[src/wdtpor_map.svh]
// register offsets, field positions, reset values and timing counts of the watchdog block
// assumes inclusion by the watchdog package only
`ifndef WDTPOR_MAP_SVH
`define WDTPOR_MAP_SVH
`define WDTPOR_MODE_BANK 4'hF
`define WDTPOR_MODE_OFFSET 8'h0F
`define WDTPOR_MODE_RESET 5'h0D
`define WDTPOR_TSEL_LSB 0
`define WDTPOR_HALT_RUN_BIT 2
`define WDTPOR_STOP_RUN_BIT 3
`define WDTPOR_XTAL_SRC_BIT 4
`define WDTPOR_WARM_BIT 5
`define WDTPOR_CFG_WINDOW_CYC 60
`define WDTPOR_TOUT_XTAL_0 13'd256
`define WDTPOR_TOUT_XTAL_1 13'd512
`define WDTPOR_TOUT_XTAL_2 13'd1024
`define WDTPOR_TOUT_XTAL_3 13'd4096
`define WDTPOR_TOUT_RC_MS_0 5
`define WDTPOR_TOUT_RC_MS_1 15
`define WDTPOR_TOUT_RC_MS_2 25
`define WDTPOR_TOUT_RC_MS_3 100
`define WDTPOR_RC_TICKS_PER_MS 13'd32
`define WDTPOR_BYPASS_HOLD_CLKS 3'd5
`define WDTPOR_POR_HOLD_TICKS 13'd64
`endif

[src/wdtpor_pkg.sv]
// types shared by the watchdog and power-up hold timer
// assumes the map header sits in the same folder
`include "wdtpor_map.svh"
package wdtpor_pkg;
    typedef enum logic [1:0] {
        wdtpor_run,
        wdtpor_halt,
        wdtpor_stop
    } wdtpor_cpu_mode_e;
    typedef enum logic [1:0] {
        wdtpor_idle,
        wdtpor_hold,
        wdtpor_release
    } wdtpor_por_state_e;
    typedef logic [12:0] wdtpor_count_t;
endpackage : wdtpor_pkg

[src/wdtpor_watchdog.sv]
// watchdog with write-once mode register and power-up hold one-shot timer
// assumes core_clk at 25 MHz, synchronous inputs, one-cycle tick enables from the oscillators
//
// Operation
// - unrefreshed terminal count resets the processor
// - run or halt timeout equals power-up reset
// - first refresh enables, later refreshes restart
// - enabled watchdog cleared only by cold start
// - refresh updates zero, sign, overflow flags
// - mode writes only in first 60 cycles
// - mode register write-only at bank F 0Fh
// - crystal timeouts 256, 512, 1024, 4096 periods
// - RC timeouts 5, 15, 25, 100 ms
// - time select resets to code 01
// - bit 2 keeps counting in halt
// - halt timeout restores control and port defaults
// - bit 3 keeps counting in stop
// - bits 3 and 4 clock watchdog in stop; the logic gates stop counting on bit 3 alone, bit 4 only picks the source
// - stop timeout resets ports like stop recovery
// - bit 4 selects crystal or RC chain clock
// - power-up hold after cold, recovery, timeout
// - bypassed recovery needs 5 crystal clocks held
// - cold start clears warm-start bit, full reset
// - mode reset selects 15 ms, halt, stop, RC
`timescale 1ns/10ps
module wdtpor_watchdog
    import wdtpor_pkg::*;
(
    input wire logic core_clk,
    input wire logic resetn,
    input wire logic cold_start,
    input wire logic xtal_tick,
    input wire logic rc_tick,
    input wire logic por_rc_tick,
    input wire wdtpor_cpu_mode_e cpu_mode,
    input wire logic first_instr,
    input wire logic refresh_exec,
    input wire logic always_on,
    input wire logic reg_wr,
    input wire logic [3:0] reg_bank,
    input wire logic [7:0] reg_addr,
    input wire logic [7:0] reg_wdata,
    input wire logic stop_recover,
    input wire logic recover_por_en,
    input wire logic [2:0] flags_in,
    output logic cpu_reset_ff,
    output logic full_reset_ff,
    output logic port_reset_ff,
    output logic warm_start_ff,
    output logic [2:0] flags_out_ff,
    output logic flags_wr_ff,
    output logic wdt_enabled_ff,
    output logic cfg_locked_ff
);
    logic [4:0] mode_ff;
    logic [5:0] win_cnt_ff;
    logic win_open_ff;
    wdtpor_count_t wdt_cnt_ff;
    wdtpor_count_t por_cnt_ff;
    wdtpor_por_state_e por_state_ff;
    logic [2:0] byp_cnt_ff;
    logic timeout;
    logic tick;
    logic count_ok;
    logic mode_wr;
    logic por_busy;
    wdtpor_count_t limit;

    function automatic wdtpor_count_t tout_limit(input logic [1:0] tsel, input logic xtal);
        wdtpor_count_t v;
        v = `WDTPOR_TOUT_XTAL_0;
        if (xtal) begin
            case (tsel)
                2'h0: v = `WDTPOR_TOUT_XTAL_0;
                2'h1: v = `WDTPOR_TOUT_XTAL_1;
                2'h2: v = `WDTPOR_TOUT_XTAL_2;
                default: v = `WDTPOR_TOUT_XTAL_3;
            endcase
        end else begin
            case (tsel)
                2'h0: v = 13'(`WDTPOR_TOUT_RC_MS_0 * `WDTPOR_RC_TICKS_PER_MS);
                2'h1: v = 13'(`WDTPOR_TOUT_RC_MS_1 * `WDTPOR_RC_TICKS_PER_MS);
                2'h2: v = 13'(`WDTPOR_TOUT_RC_MS_2 * `WDTPOR_RC_TICKS_PER_MS);
                default: v = 13'(`WDTPOR_TOUT_RC_MS_3 * `WDTPOR_RC_TICKS_PER_MS);
            endcase
        end
        return v;
    endfunction : tout_limit

    // write decode, reserved bits dropped
    assign mode_wr = reg_wr && win_open_ff && (reg_bank == `WDTPOR_MODE_BANK)
        && (reg_addr == `WDTPOR_MODE_OFFSET);

    // 60-cycle write window opened by the first instruction
    always_ff @(posedge core_clk) begin
        if (!resetn || cpu_reset_ff) begin
            win_cnt_ff <= 6'h00;
            win_open_ff <= 1'b0;
            cfg_locked_ff <= 1'b0;
        end else if (first_instr && !cfg_locked_ff) begin
            win_cnt_ff <= 6'h00;
            win_open_ff <= 1'b1;
        end else if (win_open_ff) begin
            if (win_cnt_ff == 6'(`WDTPOR_CFG_WINDOW_CYC - 1)) begin
                win_open_ff <= 1'b0;
                cfg_locked_ff <= 1'b1;
            end
            win_cnt_ff <= win_cnt_ff + 6'h01;
        end
    end

    // mode register, reset only by full reset or cold start
    always_ff @(posedge core_clk) begin
        if (!resetn || cold_start) begin
            mode_ff <= `WDTPOR_MODE_RESET;
        end else if (mode_wr) begin
            mode_ff <= reg_wdata[4:0];
        end
    end

    // clock and gating selection
    always_comb begin
        tick = mode_ff[`WDTPOR_XTAL_SRC_BIT] ? xtal_tick : rc_tick;
        case (cpu_mode)
            wdtpor_halt: count_ok = mode_ff[`WDTPOR_HALT_RUN_BIT];
            wdtpor_stop: begin
                count_ok = mode_ff[`WDTPOR_STOP_RUN_BIT];
            end
            default: count_ok = 1'b1;
        endcase
        limit = tout_limit(mode_ff[1:0], mode_ff[`WDTPOR_XTAL_SRC_BIT]);
    end

    assign timeout = wdt_enabled_ff && tick && count_ok && !por_busy
        && (wdt_cnt_ff >= limit - 13'd1);

    // enable latch, only a cold start can clear it
    always_ff @(posedge core_clk) begin
        if (!resetn || cold_start) begin
            wdt_enabled_ff <= 1'b0;
        end else if (always_on || refresh_exec) begin
            wdt_enabled_ff <= 1'b1;
        end
    end

    // timeout counter
    always_ff @(posedge core_clk) begin
        if (!resetn || cold_start || refresh_exec || timeout || por_busy) begin
            wdt_cnt_ff <= 13'h0000;
        end else if (wdt_enabled_ff && tick && count_ok) begin
            wdt_cnt_ff <= wdt_cnt_ff + 13'h0001;
        end
    end

    // flag update for refresh
    always_ff @(posedge core_clk) begin
        if (!resetn) begin
            flags_out_ff <= 3'h0;
            flags_wr_ff <= 1'b0;
        end else begin
            flags_wr_ff <= refresh_exec;
            flags_out_ff <= refresh_exec ? {1'b0, 1'b0, 1'b1} : flags_in;
        end
    end

    // power-up hold one-shot
    assign por_busy = (por_state_ff != wdtpor_idle);
    always_ff @(posedge core_clk) begin
        if (!resetn || cold_start) begin
            por_state_ff <= wdtpor_hold;
            por_cnt_ff <= 13'h0000;
        end else begin
            case (por_state_ff)
                wdtpor_idle: begin
                    if (timeout || (stop_recover && recover_por_en)) begin
                        por_state_ff <= wdtpor_hold;
                        por_cnt_ff <= 13'h0000;
                    end
                end
                wdtpor_hold: begin
                    if (por_rc_tick) begin
                        por_cnt_ff <= por_cnt_ff + 13'h0001;
                        if (por_cnt_ff == `WDTPOR_POR_HOLD_TICKS - 13'd1) begin
                            por_state_ff <= wdtpor_release;
                        end
                    end
                end
                default: por_state_ff <= wdtpor_idle;
            endcase
        end
    end

    // bypassed recovery: source held 5 crystal clocks
    always_ff @(posedge core_clk) begin
        if (!resetn || !stop_recover || recover_por_en) begin
            byp_cnt_ff <= 3'h0;
        end else if (xtal_tick && byp_cnt_ff != `WDTPOR_BYPASS_HOLD_CLKS) begin
            byp_cnt_ff <= byp_cnt_ff + 3'h1;
        end
    end

    // reset outputs
    always_ff @(posedge core_clk) begin
        if (!resetn) begin
            cpu_reset_ff <= 1'b1;
            full_reset_ff <= 1'b1;
            port_reset_ff <= 1'b1;
            warm_start_ff <= 1'b0;
        end else begin
            cpu_reset_ff <= por_busy || timeout || cold_start
                || (byp_cnt_ff == `WDTPOR_BYPASS_HOLD_CLKS - 3'd1 && xtal_tick);
            if (cold_start) begin
                full_reset_ff <= 1'b1;
                port_reset_ff <= 1'b1;
                warm_start_ff <= 1'b0;
            end else if (timeout) begin
                full_reset_ff <= (cpu_mode != wdtpor_stop);
                port_reset_ff <= 1'b1;
                warm_start_ff <= 1'b1;
            end else if (!por_busy) begin
                full_reset_ff <= 1'b0;
                port_reset_ff <= 1'b0;
            end
        end
    end
endmodule : wdtpor_watchdog
[config.mk]
export PLATFORM = sky130hd
export DESIGN_NAME = wdtpor_watchdog
export DESIGN_NICKNAME = d
export VERILOG_FILES = /design/src/wdtpor_pkg.sv /design/src/wdtpor_watchdog.sv
export VERILOG_INCLUDE_DIRS = /design/src
export SDC_FILE = /design/constraint.sdc
export NUM_CORES = 1
export LEC_CHECK = 0
export BUFFER_PORTS_ARGS = -buffer_cell sky130_fd_sc_hd__buf_2
export CORE_MARGIN = 3
export CORE_UTILIZATION = 37
export CTS_CLUSTER_DIAMETER = 60
export CTS_CLUSTER_SIZE = 14
export DETAILED_ROUTE_END_ITERATION = 16
export GPL_ROUTABILITY_DRIVEN = 0
export HOLD_SLACK_MARGIN = 0.06
export PLACE_DENSITY_LB_ADDON = 0.25
export SLEW_MARGIN = 5
export SYNTH_ARGS = -nofsm -noshare
export SYNTH_HDL_FRONTEND = slang
export SYNTH_SLANG_ARGS = --single-unit
[constraint.sdc]
create_clock -name core_clk -period 4.1 [get_ports core_clk]
set_clock_uncertainty 0.15 [all_clocks]
set_input_delay 0.82 -clock core_clk [delete_from_list [all_inputs] [get_ports core_clk]]
set_output_delay 0.82 -clock core_clk [all_outputs]
set_load 0.02 [all_outputs]
==> flow_summary.rst, run 1 <==
.. list-table::
   :header-rows: 1

   * - Metric
     - Value
   * - Result of the run
     - completed
   * - Fraction of registers with async set/reset
     - 0%
   * - HP Class
     - flip-flop to flip-flop
   * - Cell Rows
     - 31
   * - Max IR drop VDD
     - between 0.2 and 0.25 mV
   * - Int Power
     - between 700 and 800 uW
   * - DIE WIDTH
     - roughly 93 um
   * - Startpoint of the most critical setup path
     - mode_ff[0]
   * - Number of flops mapped to enable cells by yosys
     - 0
   * - Clock latency at the later pin of the worst-skew pair
     - roughly 300 ps
   * - Final-stage net count
     - roughly 430
   * - Total CTS buffers
     - 5
   * - Final number of max-transition violations
     - 0
   * - Hold-fix buffer count after cts
     - 0
   * - Final routed wirelength across all metal layers
     - 5.801 mm
   * - Sequential cell fraction of total power
     - roughly 56%
   * - Required time of the critical path
     - around 4000 ps
   * - Worst-margin pin slew
     - just over 900 ps
   * - Number of cells on the worst reg-to-reg path
     - 11
   * - Starting DRC count in detailed routing
     - 85
   * - Fillers
     - between 700 and 800
   * - Highest-count cells in the layout ignoring fill and taps
     - sky130_fd_sc_hd__dfxtp_1, sky130_fd_sc_hd__buf_2, sky130_fd_sc_hd__nor2_1
   * - IO buf count
     - 43
   * - Maximum clock rate
     - between 0.3 and 0.4 GHz
   * - Wire length of the first global-routing pass
     - a little under 10 mm
   * - Areal power density over the cells
     - about 280 nW/um^2
   * - Critical path endpoint category
     - flip-flop
   * - Number of top-level pins
     - 47
   * - Number of distinct library cells after synthesis
     - 50
   * - H-Tree Level Count
     - 2
   * - Longest Clk Path Bufs
     - 2
   * - CP Launch Type
     - flip-flop
   * - Synthesized netlist cell count
     - 323
   * - CTS root buffer
     - sky130_fd_sc_hd__clkbuf_8
   * - Final core utilization
     - ~44%
   * - Count of vias placed by the detailed router
     - about 2400
   * - Core outline area
     - 7331 um^2
   * - Number of antenna violations at the first check in global routing
     - 0
   * - End of the worst register-to-register path
     - por_cnt_ff[6]
   * - Layout overhead on the synthesized area
     - 14.84%
   * - Hold violation total from the final report
     - 0
   * - Classification of the worst setup path
     - flip-flop to flip-flop
   * - Minimum clock period after layout
     - roughly 3100 ps
   * - Most common cell after layout, fill and taps aside
     - sky130_fd_sc_hd__dfxtp_1
   * - CTS tree
     - yes
   * - Final sum of negative setup slack
     - 0 ps
   * - Switching power total
     - between 150 and 200 uW
   * - Area of the die
     - between 8000 and 9000 um^2
   * - Flop-to-flop setup slack
     - 950 ps
   * - Post-synth net total
     - roughly 380
   * - Routed length per placed instance
     - between 10 and 15 um
   * - Hold Worst Slack
     - 298.5 ps
   * - End point of the critical path
     - por_cnt_ff[6]
   * - Layout cell share with drive strength beyond 1
     - 17.44%
   * - Effective utilization at floorplan
     - between 30% and 40%
   * - Clock sink count
     - 53
   * - Area fraction of the dominant cell type after synthesis
     - between 30% and 40%
   * - Synth Cell Area
     - 2825 um^2
   * - Pin count of the biggest net entering global routing
     - 21
   * - Mean post-synth cell area
     - 8.747 um^2
   * - Synthesized flop and latch total
     - 53
   * - Clk pin slew, worst setup/hold paths
     - 100 ps
   * - PostCTS Resize Cnt
     - 0
   * - Fraction of power spent switching nets
     - approximately a fifth
   * - Residual antenna-violating net count after detailed routing
     - 0
   * - Vert. Die Dim
     - 93.38 um
   * - First-pass detailed-route iteration total
     - 6
   * - Worst reg2reg startpoint
     - mode_ff[0]
   * - Residual DRC
     - 0
   * - Prevailing post-synth register cell
     - sky130_fd_sc_hd__dfxtp_1
   * - Antenna diodes
     - 0
   * - Setup repair after global routing missed its margin
     - false
   * - Part of the total power dissipated in the clock network
     - between 30% and 40%
   * - Final setup violating endpoints
     - 0
   * - Portion of the clock cycle consumed by the worst path in the final layout
     - between 70 and 80%
   * - Ranking of synthesized cells by area
     - sky130_fd_sc_hd__dfxtp_1, sky130_fd_sc_hd__ha_1, sky130_fd_sc_hd__nor2_1
   * - Setup Fix Bufs, Post-CTS
     - 0
   * - Placed wire-length estimate
     - between 4 and 5 mm
   * - Count of warnings emitted by yosys
     - 0
   * - Leakage power
     - 1.303 nW
   * - Seq/Total Area, Yosys
     - between 30% and 40%
   * - Critical-path maximum fanout
     - 9
   * - Headroom to the max-slew limit
     - roughly two fifths
   * - Vias in the first global route
     - 2230
   * - Combinational Power Share
     - around 5.7%
   * - Arrival time of data at the critical path endpoint
     - 3150 ps
   * - Biggest area consumer among synthesized cells
     - sky130_fd_sc_hd__dfxtp_1
   * - MaxCap Viol Count
     - 0
   * - Grt ovf
     - 0
   * - Mean number of vias per cell
     - around 5.0
   * - Total routing usage reported by global routing
     - approximately 14%
-- layer usage --
layer / vias up / track usage [%] / routed length [um]
met5: - / 0 / 0
met1: 1069 / 17.78 / 2804
met3: 6 / 3.057 / 278
li1: 1234 / - / -
met4: 0 / 3.297 / 55
met2: 41 / 23.41 / 2664
-- final cells by class --
| class | instances | area [um^2] | share of cell area, % |
|---|---|---|---|
| Inverter | 13 | 48.80 | 1.504 |
| Multi-Input combinational cell | 248 | 1669 | 51.45 |
| Clock inverter | 2 | 38.79 | 1.196 |
| Sequential cell | 53 | 1061 | 32.70 |
| Timing Repair Buffer | 45 | 230.2 | 7.096 |
| Tap cell | 99 | 123.9 | 3.818 |
| Clock buffer | 6 | 72.57 | 2.237 |
-- synth_stat cells, types with 2 or more instances --
cell,count
sky130_fd_sc_hd__inv_1,13
sky130_fd_sc_hd__nor2_1,36
sky130_fd_sc_hd__a211oi_1,4
sky130_fd_sc_hd__clkbuf_1,5
sky130_fd_sc_hd__a31oi_1,9
sky130_fd_sc_hd__xnor2_1,10
sky130_fd_sc_hd__nor2_2,2
sky130_fd_sc_hd__o21ai_0,10
sky130_fd_sc_hd__mux2i_1,7
sky130_fd_sc_hd__and3_1,5
sky130_fd_sc_hd__nand2_1,26
sky130_fd_sc_hd__nand3b_1,2
sky130_fd_sc_hd__dfxtp_1,53
sky130_fd_sc_hd__a41o_1,2
sky130_fd_sc_hd__a311oi_2,2
sky130_fd_sc_hd__buf_4,3
sky130_fd_sc_hd__nor2b_1,2
sky130_fd_sc_hd__ha_1,24
sky130_fd_sc_hd__nand4_1,11
sky130_fd_sc_hd__nor3_1,8
sky130_fd_sc_hd__nor4_1,2
sky130_fd_sc_hd__nand3_1,12
sky130_fd_sc_hd__a21oi_1,22
sky130_fd_sc_hd__a21o_1,3
sky130_fd_sc_hd__o211ai_1,2
sky130_fd_sc_hd__or2_2,2
sky130_fd_sc_hd__and3b_1,2
sky130_fd_sc_hd__xor2_1,11
sky130_fd_sc_hd__nand2b_1,9
sky130_fd_sc_hd__and2_1,4
-- worst min path at each step --
stage | start | to | slack (ps) | depth (start not counted)
after floorplan | mode_ff[2] | mode_ff[2] | 290 | 2
after global placement | warm_start_ff | warm_start_ff | 290 | 2
after detailed placement | warm_start_ff | warm_start_ff | 290 | 2
after CTS | warm_start_ff | warm_start_ff | 310 | 2
after global routing | warm_start_ff | warm_start_ff | 340 | 2
final | warm_start_ff | warm_start_ff | 300 | 2
-- power by group through the flow --
stage | clock network (mW) | registers (mW) | logic, mW
final | 0.349 | 0.519 | 0.0528
after CTS | 0.368 | 0.520 | 0.0536
after global placement | 0 | 0.531 | 0.0526
after detailed placement | 0 | 0.532 | 0.0531
after floorplan | 0 | 0.535 | 0.0232
after global routing | 0.379 | 0.520 | 0.0592
-- through the flow --
| stage | cell area (um^2) | total power [mW] | cells | setup slack (ps) |
|---|---|---|---|---|
| finish | 3244 | 0.9209 | 466 | 950.0 |
| global route | 3244 | 0.9581 | 466 | 617.5 |
| CTS | 3244 | 0.9417 | 466 | 928.9 |
| detailed placement | 3133 | 0.5848 | 458 | 950.8 |
| global placement | 3133 | 0.5841 | 458 | 983.2 |
| floorplan | 2825 | 0.5578 | 323 | 1204 |
-- sequential cells by signal, summed over array words and instances, names as in the netlist --
register	flops
por_cnt_ff	13
wdt_cnt_ff	13
win_cnt_ff	6
mode_ff	5
byp_cnt_ff	3
flags_out_ff	3
por_state_ff	2
cfg_locked_ff	1
cpu_reset_ff	1
flags_wr_ff	1
full_reset_ff	1
port_reset_ff	1
warm_start_ff	1
wdt_enabled_ff	1
win_open_ff	1
-- critical path: stages, from the launching register on --
cell,delay (ps)
sky130_fd_sc_hd__dfxtp_1,370
sky130_fd_sc_hd__ha_1,250
sky130_fd_sc_hd__or2_2,300
sky130_fd_sc_hd__ha_1,230
sky130_fd_sc_hd__xnor2_1,180
sky130_fd_sc_hd__ha_1,270
sky130_fd_sc_hd__and4_1,220
sky130_fd_sc_hd__a41o_1,220
sky130_fd_sc_hd__a41oi_1,220
sky130_fd_sc_hd__a21bo_1,360
sky130_fd_sc_hd__a21oi_1,180
sky130_fd_sc_hd__a211oi_1,60
-- kinds of logic (layout without fill, tap and decap cells) --
family	after synthesis	in the layout	share of synthesized area [%]
AND/OR/NAND/NOR	133	133	25.07
XOR/XNOR	21	21	6.510
buffers and inverters	22	66	3.366
multiplexers	7	7	2.480
adder cells (fa/ha/maj)	24	24	10.63
AO/OA/AOI/OAI	63	63	14.39
flip-flops	53	53	37.56
Note: power is estimated with default switching activity, not from simulation.
==> inputs of run 2 (changes only) <==
- ABC_AREA: default -> 1
- clock period: 4.1 -> 2.55 ns (I/O delays scaled with it)
==> run 2 against run 1 <==
  * The flow now finishes with violations (setup timing)
  * Count of clock-buffer cells in the layout unchanged
  * Core utilization grew 4.5 points
  * Maximum frequency is 16% higher
  * Critical path depth is 6 higher
  * Area after synthesis grew 6.1%
  * Worst setup slack lost 1100 ps
  * First-iteration DRC count down 13%
  * Via count up 16%
==> flow_summary.rst, run 2 <==
.. list-table::
   :header-rows: 1

   * - Metric
     - Value
   * - Highest metal layer with signal wires
     - met4 (unchanged)
   * - Setup repair after global routing missed its margin
     - true (was false)
   * - Worst-margin pin slew
     - 712.9 ps (was 917.7 ps)
   * - Hold violation total from the final report
     - 0 (unchanged)
   * - Total CTS buffers
     - 5 (unchanged)
   * - Area fraction of the dominant cell type after synthesis
     - 35.39% (was 37.56%)
   * - Wire length of the first global-routing pass
     - 10.24 mm (was 9.929 mm)
   * - Placed wire-length estimate
     - 4.689 mm (was 4.337 mm)
   * - Mean post-synth cell area
     - 7.189 um^2 (was 8.747 um^2)
   * - Core outline area
     - 7807 um^2 (was 7331 um^2)
   * - Total routing usage reported by global routing
     - 13.74% (was 13.80%)
   * - Setup slack of the critical path after layout
     - -173.6 ps (was 950.0 ps)
   * - DIE WIDTH
     - 96.02 um (was 93.38 um)
   * - Fraction of registers with async set/reset
     - 0% (unchanged)
   * - Arrival time of data at the critical path endpoint
     - 2820 ps (was 3150 ps)
   * - Post-synth net total
     - 478 (was 384)
   * - Seq/Total Area, Yosys
     - 35.39% (was 37.56%)
   * - Setup slack at placement
     - -296.2 ps (was 950.8 ps)
   * - MaxCap Viol Count
     - 0 (unchanged)
   * - Critical-path maximum fanout
     - 8 (was 9)
   * - Synthesized flop and latch total
     - 53 (unchanged)
   * - Number of antenna violations at the first check in global routing
     - 0 (unchanged)
   * - Vert. Die Dim
     - 96.02 um (was 93.38 um)
   * - Layout overhead on the synthesized area
     - 27.04% (was 14.84%)
   * - Mean number of vias per cell
     - 4.669 (was 5.043)
   * - Area of the die
     - 9219 um^2 (was 8720 um^2)
   * - Portion of the clock cycle consumed by the worst path in the final layout
     - 106.8% (was 76.83%)
   * - Minimum clock period after layout
     - 2724 ps (was 3150 ps)
   * - Count of warnings emitted by yosys
     - 0 (unchanged)
   * - Count of vias placed by the detailed router
     - 2736 (was 2350)
   * - Failing checks
     - setup timing
   * - Pin count of the biggest net entering global routing
     - 17 (was 21)
   * - IO buf count
     - 43 (unchanged)
   * - Clk pin slew, worst setup/hold paths
     - 100 ps (about the same)
   * - M1 WL
     - 3.054 mm (was 2.804 mm)
   * - Synthesized netlist cell count
     - 417 (was 323)
   * - Residual antenna-violating net count after detailed routing
     - 0 (unchanged)
   * - Required time of the critical path
     - 2650 ps (was 4100 ps)
   * - Final routed wirelength across all metal layers
     - 6.187 mm (was 5.801 mm)
   * - Placed cell count
     - 572 (was 458)
   * - Number of distinct library cells after synthesis
     - 31 (was 50)
   * - H-Tree Level Count
     - 2 (unchanged)
   * - Most common cell after layout, fill and taps aside
     - sky130_fd_sc_hd__nand2_1 (was sky130_fd_sc_hd__dfxtp_1)
   * - Cell Rows
     - 32 (was 31)
   * - Effective utilization at floorplan
     - 38.40% (was 38.54%)
   * - Clock latency at the later pin of the worst-skew pair
     - 300 ps (about the same)
   * - Met3 wire len
     - 253 um (was 278 um)
   * - Registers with the most flip-flops
     - por_cnt_ff (13), wdt_cnt_ff (13), win_cnt_ff (6) (unchanged)
   * - Residual DRC
     - 0 (unchanged)
   * - Number of flops mapped to enable cells by yosys
     - 0 (unchanged)
   * - First-pass detailed-route iteration total
     - 5 (was 6)
   * - Ranking of synthesized cells by area
     - sky130_fd_sc_hd__dfxtp_1, sky130_fd_sc_hd__nand2_1, sky130_fd_sc_hd__ha_1 (was sky130_fd_sc_hd__dfxtp_1, sky130_fd_sc_hd__ha_1, sky130_fd_sc_hd__nor2_1)
   * - Classification of the worst setup path
     - flip-flop to flip-flop (unchanged)
   * - Areal power density over the cells
     - 371.4 nW/um^2 (was 283.9 nW/um^2)
   * - Final sum of negative setup slack
     - -3711 ps (was 0 ps)
   * - Routed length per placed instance
     - 10.56 um (was 12.45 um)
   * - Layout cell share with drive strength beyond 1
     - 25.83% (was 17.44%)
   * - Sum of met2 wire segment lengths after detailed routing
     - 2.817 mm (was 2.664 mm)
   * - Final number of max-transition violations
     - 0 (unchanged)
   * - Prevailing post-synth register cell
     - sky130_fd_sc_hd__dfxtp_1 (unchanged)
   * - Grt ovf
     - 0 (unchanged)
   * - Final-stage net count
     - 544 (was 427)
   * - Result of the run
     - finished, violations left (was completed)
   * - Synth Cell Area
     - 2998 um^2 (was 2825 um^2)
   * - CTS root buffer
     - sky130_fd_sc_hd__clkbuf_8 (unchanged)
   * - Max IR drop VDD
     - 0.2124 mV (was 0.2116 mV)
   * - Top post-synthesis cells by count
     - sky130_fd_sc_hd__nand2_1, sky130_fd_sc_hd__inv_1, sky130_fd_sc_hd__dfxtp_1 (was sky130_fd_sc_hd__dfxtp_1, sky130_fd_sc_hd__nor2_1, sky130_fd_sc_hd__nand2_1)
   * - Biggest area consumer among synthesized cells
     - sky130_fd_sc_hd__dfxtp_1 (unchanged)
   * - Non-filler cells, final
     - 586 (was 466)
   * - Number of top-level pins
     - 47 (unchanged)
   * - Starting DRC count in detailed routing
     - 74 (was 85)
   * - Antenna diodes
     - 0 (unchanged)
   * - CP Launch Type
     - flip-flop (unchanged)
   * - HP Class
     - input pin to flip-flop (was flip-flop to flip-flop)
   * - Final setup violating endpoints
     - 28 (was 0)
   * - Highest-count cells in the layout ignoring fill and taps
     - sky130_fd_sc_hd__nand2_1, sky130_fd_sc_hd__dfxtp_1, sky130_fd_sc_hd__inv_1 (was sky130_fd_sc_hd__dfxtp_1, sky130_fd_sc_hd__buf_2, sky130_fd_sc_hd__nor2_1)
   * - Maximum clock rate
     - 0.3672 GHz (was 0.3175 GHz)
   * - Critical path endpoint category
     - flip-flop (unchanged)
   * - Leakage power
     - 1.624 nW (was 1.303 nW)
   * - Longest Clk Path Bufs
     - 2 (unchanged)
   * - Vias in the first global route
     - 2395 (was 2230)
   * - Most repeated cell in the gate-level netlist after synthesis
     - sky130_fd_sc_hd__nand2_1 (was sky130_fd_sc_hd__dfxtp_1)
   * - Headroom to the max-slew limit
     - 52.36% (was 38.82%)
   * - Clock sink count
     - 53 (unchanged)
   * - CTS tree
     - yes (unchanged)
   * - Fillers
     - 778 (was 717)
==> run 2: cell count changes in the layout (fill, tap and decap cells not counted), sizes merged, moves of 9 or more <==
cell,change
nand2b,-9
nor2,+16
nand2,+74
nand3,+14
a21oi,+10
buf,+20
inv,+42
==> run 2: critical path, cell delays in order (launching register included) <==
cell	delay [ps]
sky130_fd_sc_hd__dfxtp_4	410
sky130_fd_sc_hd__inv_4	60
sky130_fd_sc_hd__ha_4	240
sky130_fd_sc_hd__mux2i_4	170
sky130_fd_sc_hd__nand3b_1	110
sky130_fd_sc_hd__nor2_2	100
sky130_fd_sc_hd__xor2_1	160
sky130_fd_sc_hd__ha_1	260
sky130_fd_sc_hd__nand2_1	80
sky130_fd_sc_hd__inv_2	50
sky130_fd_sc_hd__a21oi_2	150
sky130_fd_sc_hd__nand3_2	110
sky130_fd_sc_hd__nand2_4	100
sky130_fd_sc_hd__nand2_4	70
sky130_fd_sc_hd__nand2_8	110
sky130_fd_sc_hd__buf_12	130
sky130_fd_sc_hd__nand3_1	80
sky130_fd_sc_hd__a21oi_2	140
==> run 2: routing by layer <==
layer / vias to the layer above / GRT usage [%]
met4: 0 / 2.962
met2: 48 / 22.83
met3: 8 / 3.206
met5: - / 0
met1: 1214 / 18.09
li1: 1466 / -
==> run 2: final timing paths <==
check	from	to	slack (ps)	cells after the start
worst min-delay path	recover_por_en	byp_cnt_ff[2]	240	2
worst min register to register	warm_start_ff	warm_start_ff	300	2
worst max register to register	mode_ff[0]	por_cnt_ff[6]	-170	17
worst max-delay path	mode_ff[0]	por_cnt_ff[6]	-170	17
==> run 2: cell families (layout without fill, tap and decap cells) <==
family                     after synthesis  in the layout  synth area share, %
AOI/OAI and AO/OA                       52             52                9.975
xor gates and xnor gates                16             16                4.674
adders and majority gates               24             24                10.02
buffers and inverters                   62            127                8.764
DFF                                     53             53                35.39
muxes                                    1              1               0.3339
and+or+nand+nor                        209            211                30.84
==> run 2: power breakdown <==
part / internal (mW) / total [mW] / leakage, nW / switching (mW)
Combinational: 0.0429 / 0.0991 / 1.15 / 0.0563
Sequential: 0.832 / 0.837 / 0.429 / 0.00497
Clock: 0.195 / 0.478 / 0.0417 / 0.283
Total: 1.07 / 1.41 / 1.62 / 0.344
==> run 2: cell type report <==
type / count / area (um^2) / share of cell area, %
repair buffers: 65 / 412.9 / 10.84
multi-input cells: 304 / 1903 / 49.97
well taps: 102 / 127.6 / 3.351
flip-flops and latches: 53 / 1069 / 28.06
clock buffers: 6 / 72.57 / 1.905
inverters: 54 / 210.2 / 5.519
clock inverters: 2 / 13.76 / 0.3614
==> run 2: timing repair <==
action / 4_1_cts / 5_1_grt
gates cloned: 1 / 1
setup buffers: 4 / 0
pin swaps: 21 / 5
hold buffers: 0 / 0
setup endpoints to repair: 28 / 31
gates resized for setup: 17 / 17
==> run 2: stage by stage <==
stage,power (mW),hold slack (ps),instance area (um^2),utilization [%]
after floorplan,0.9045,271.6,3079,-
after global placement,0.9465,288.8,3522,45.11
after detailed placement,0.9481,295.4,3522,45.11
after CTS,1.430,237.6,3724,47.69
after global routing,1.484,244.8,3809,48.78
final,1.415,238.1,3809,48.78
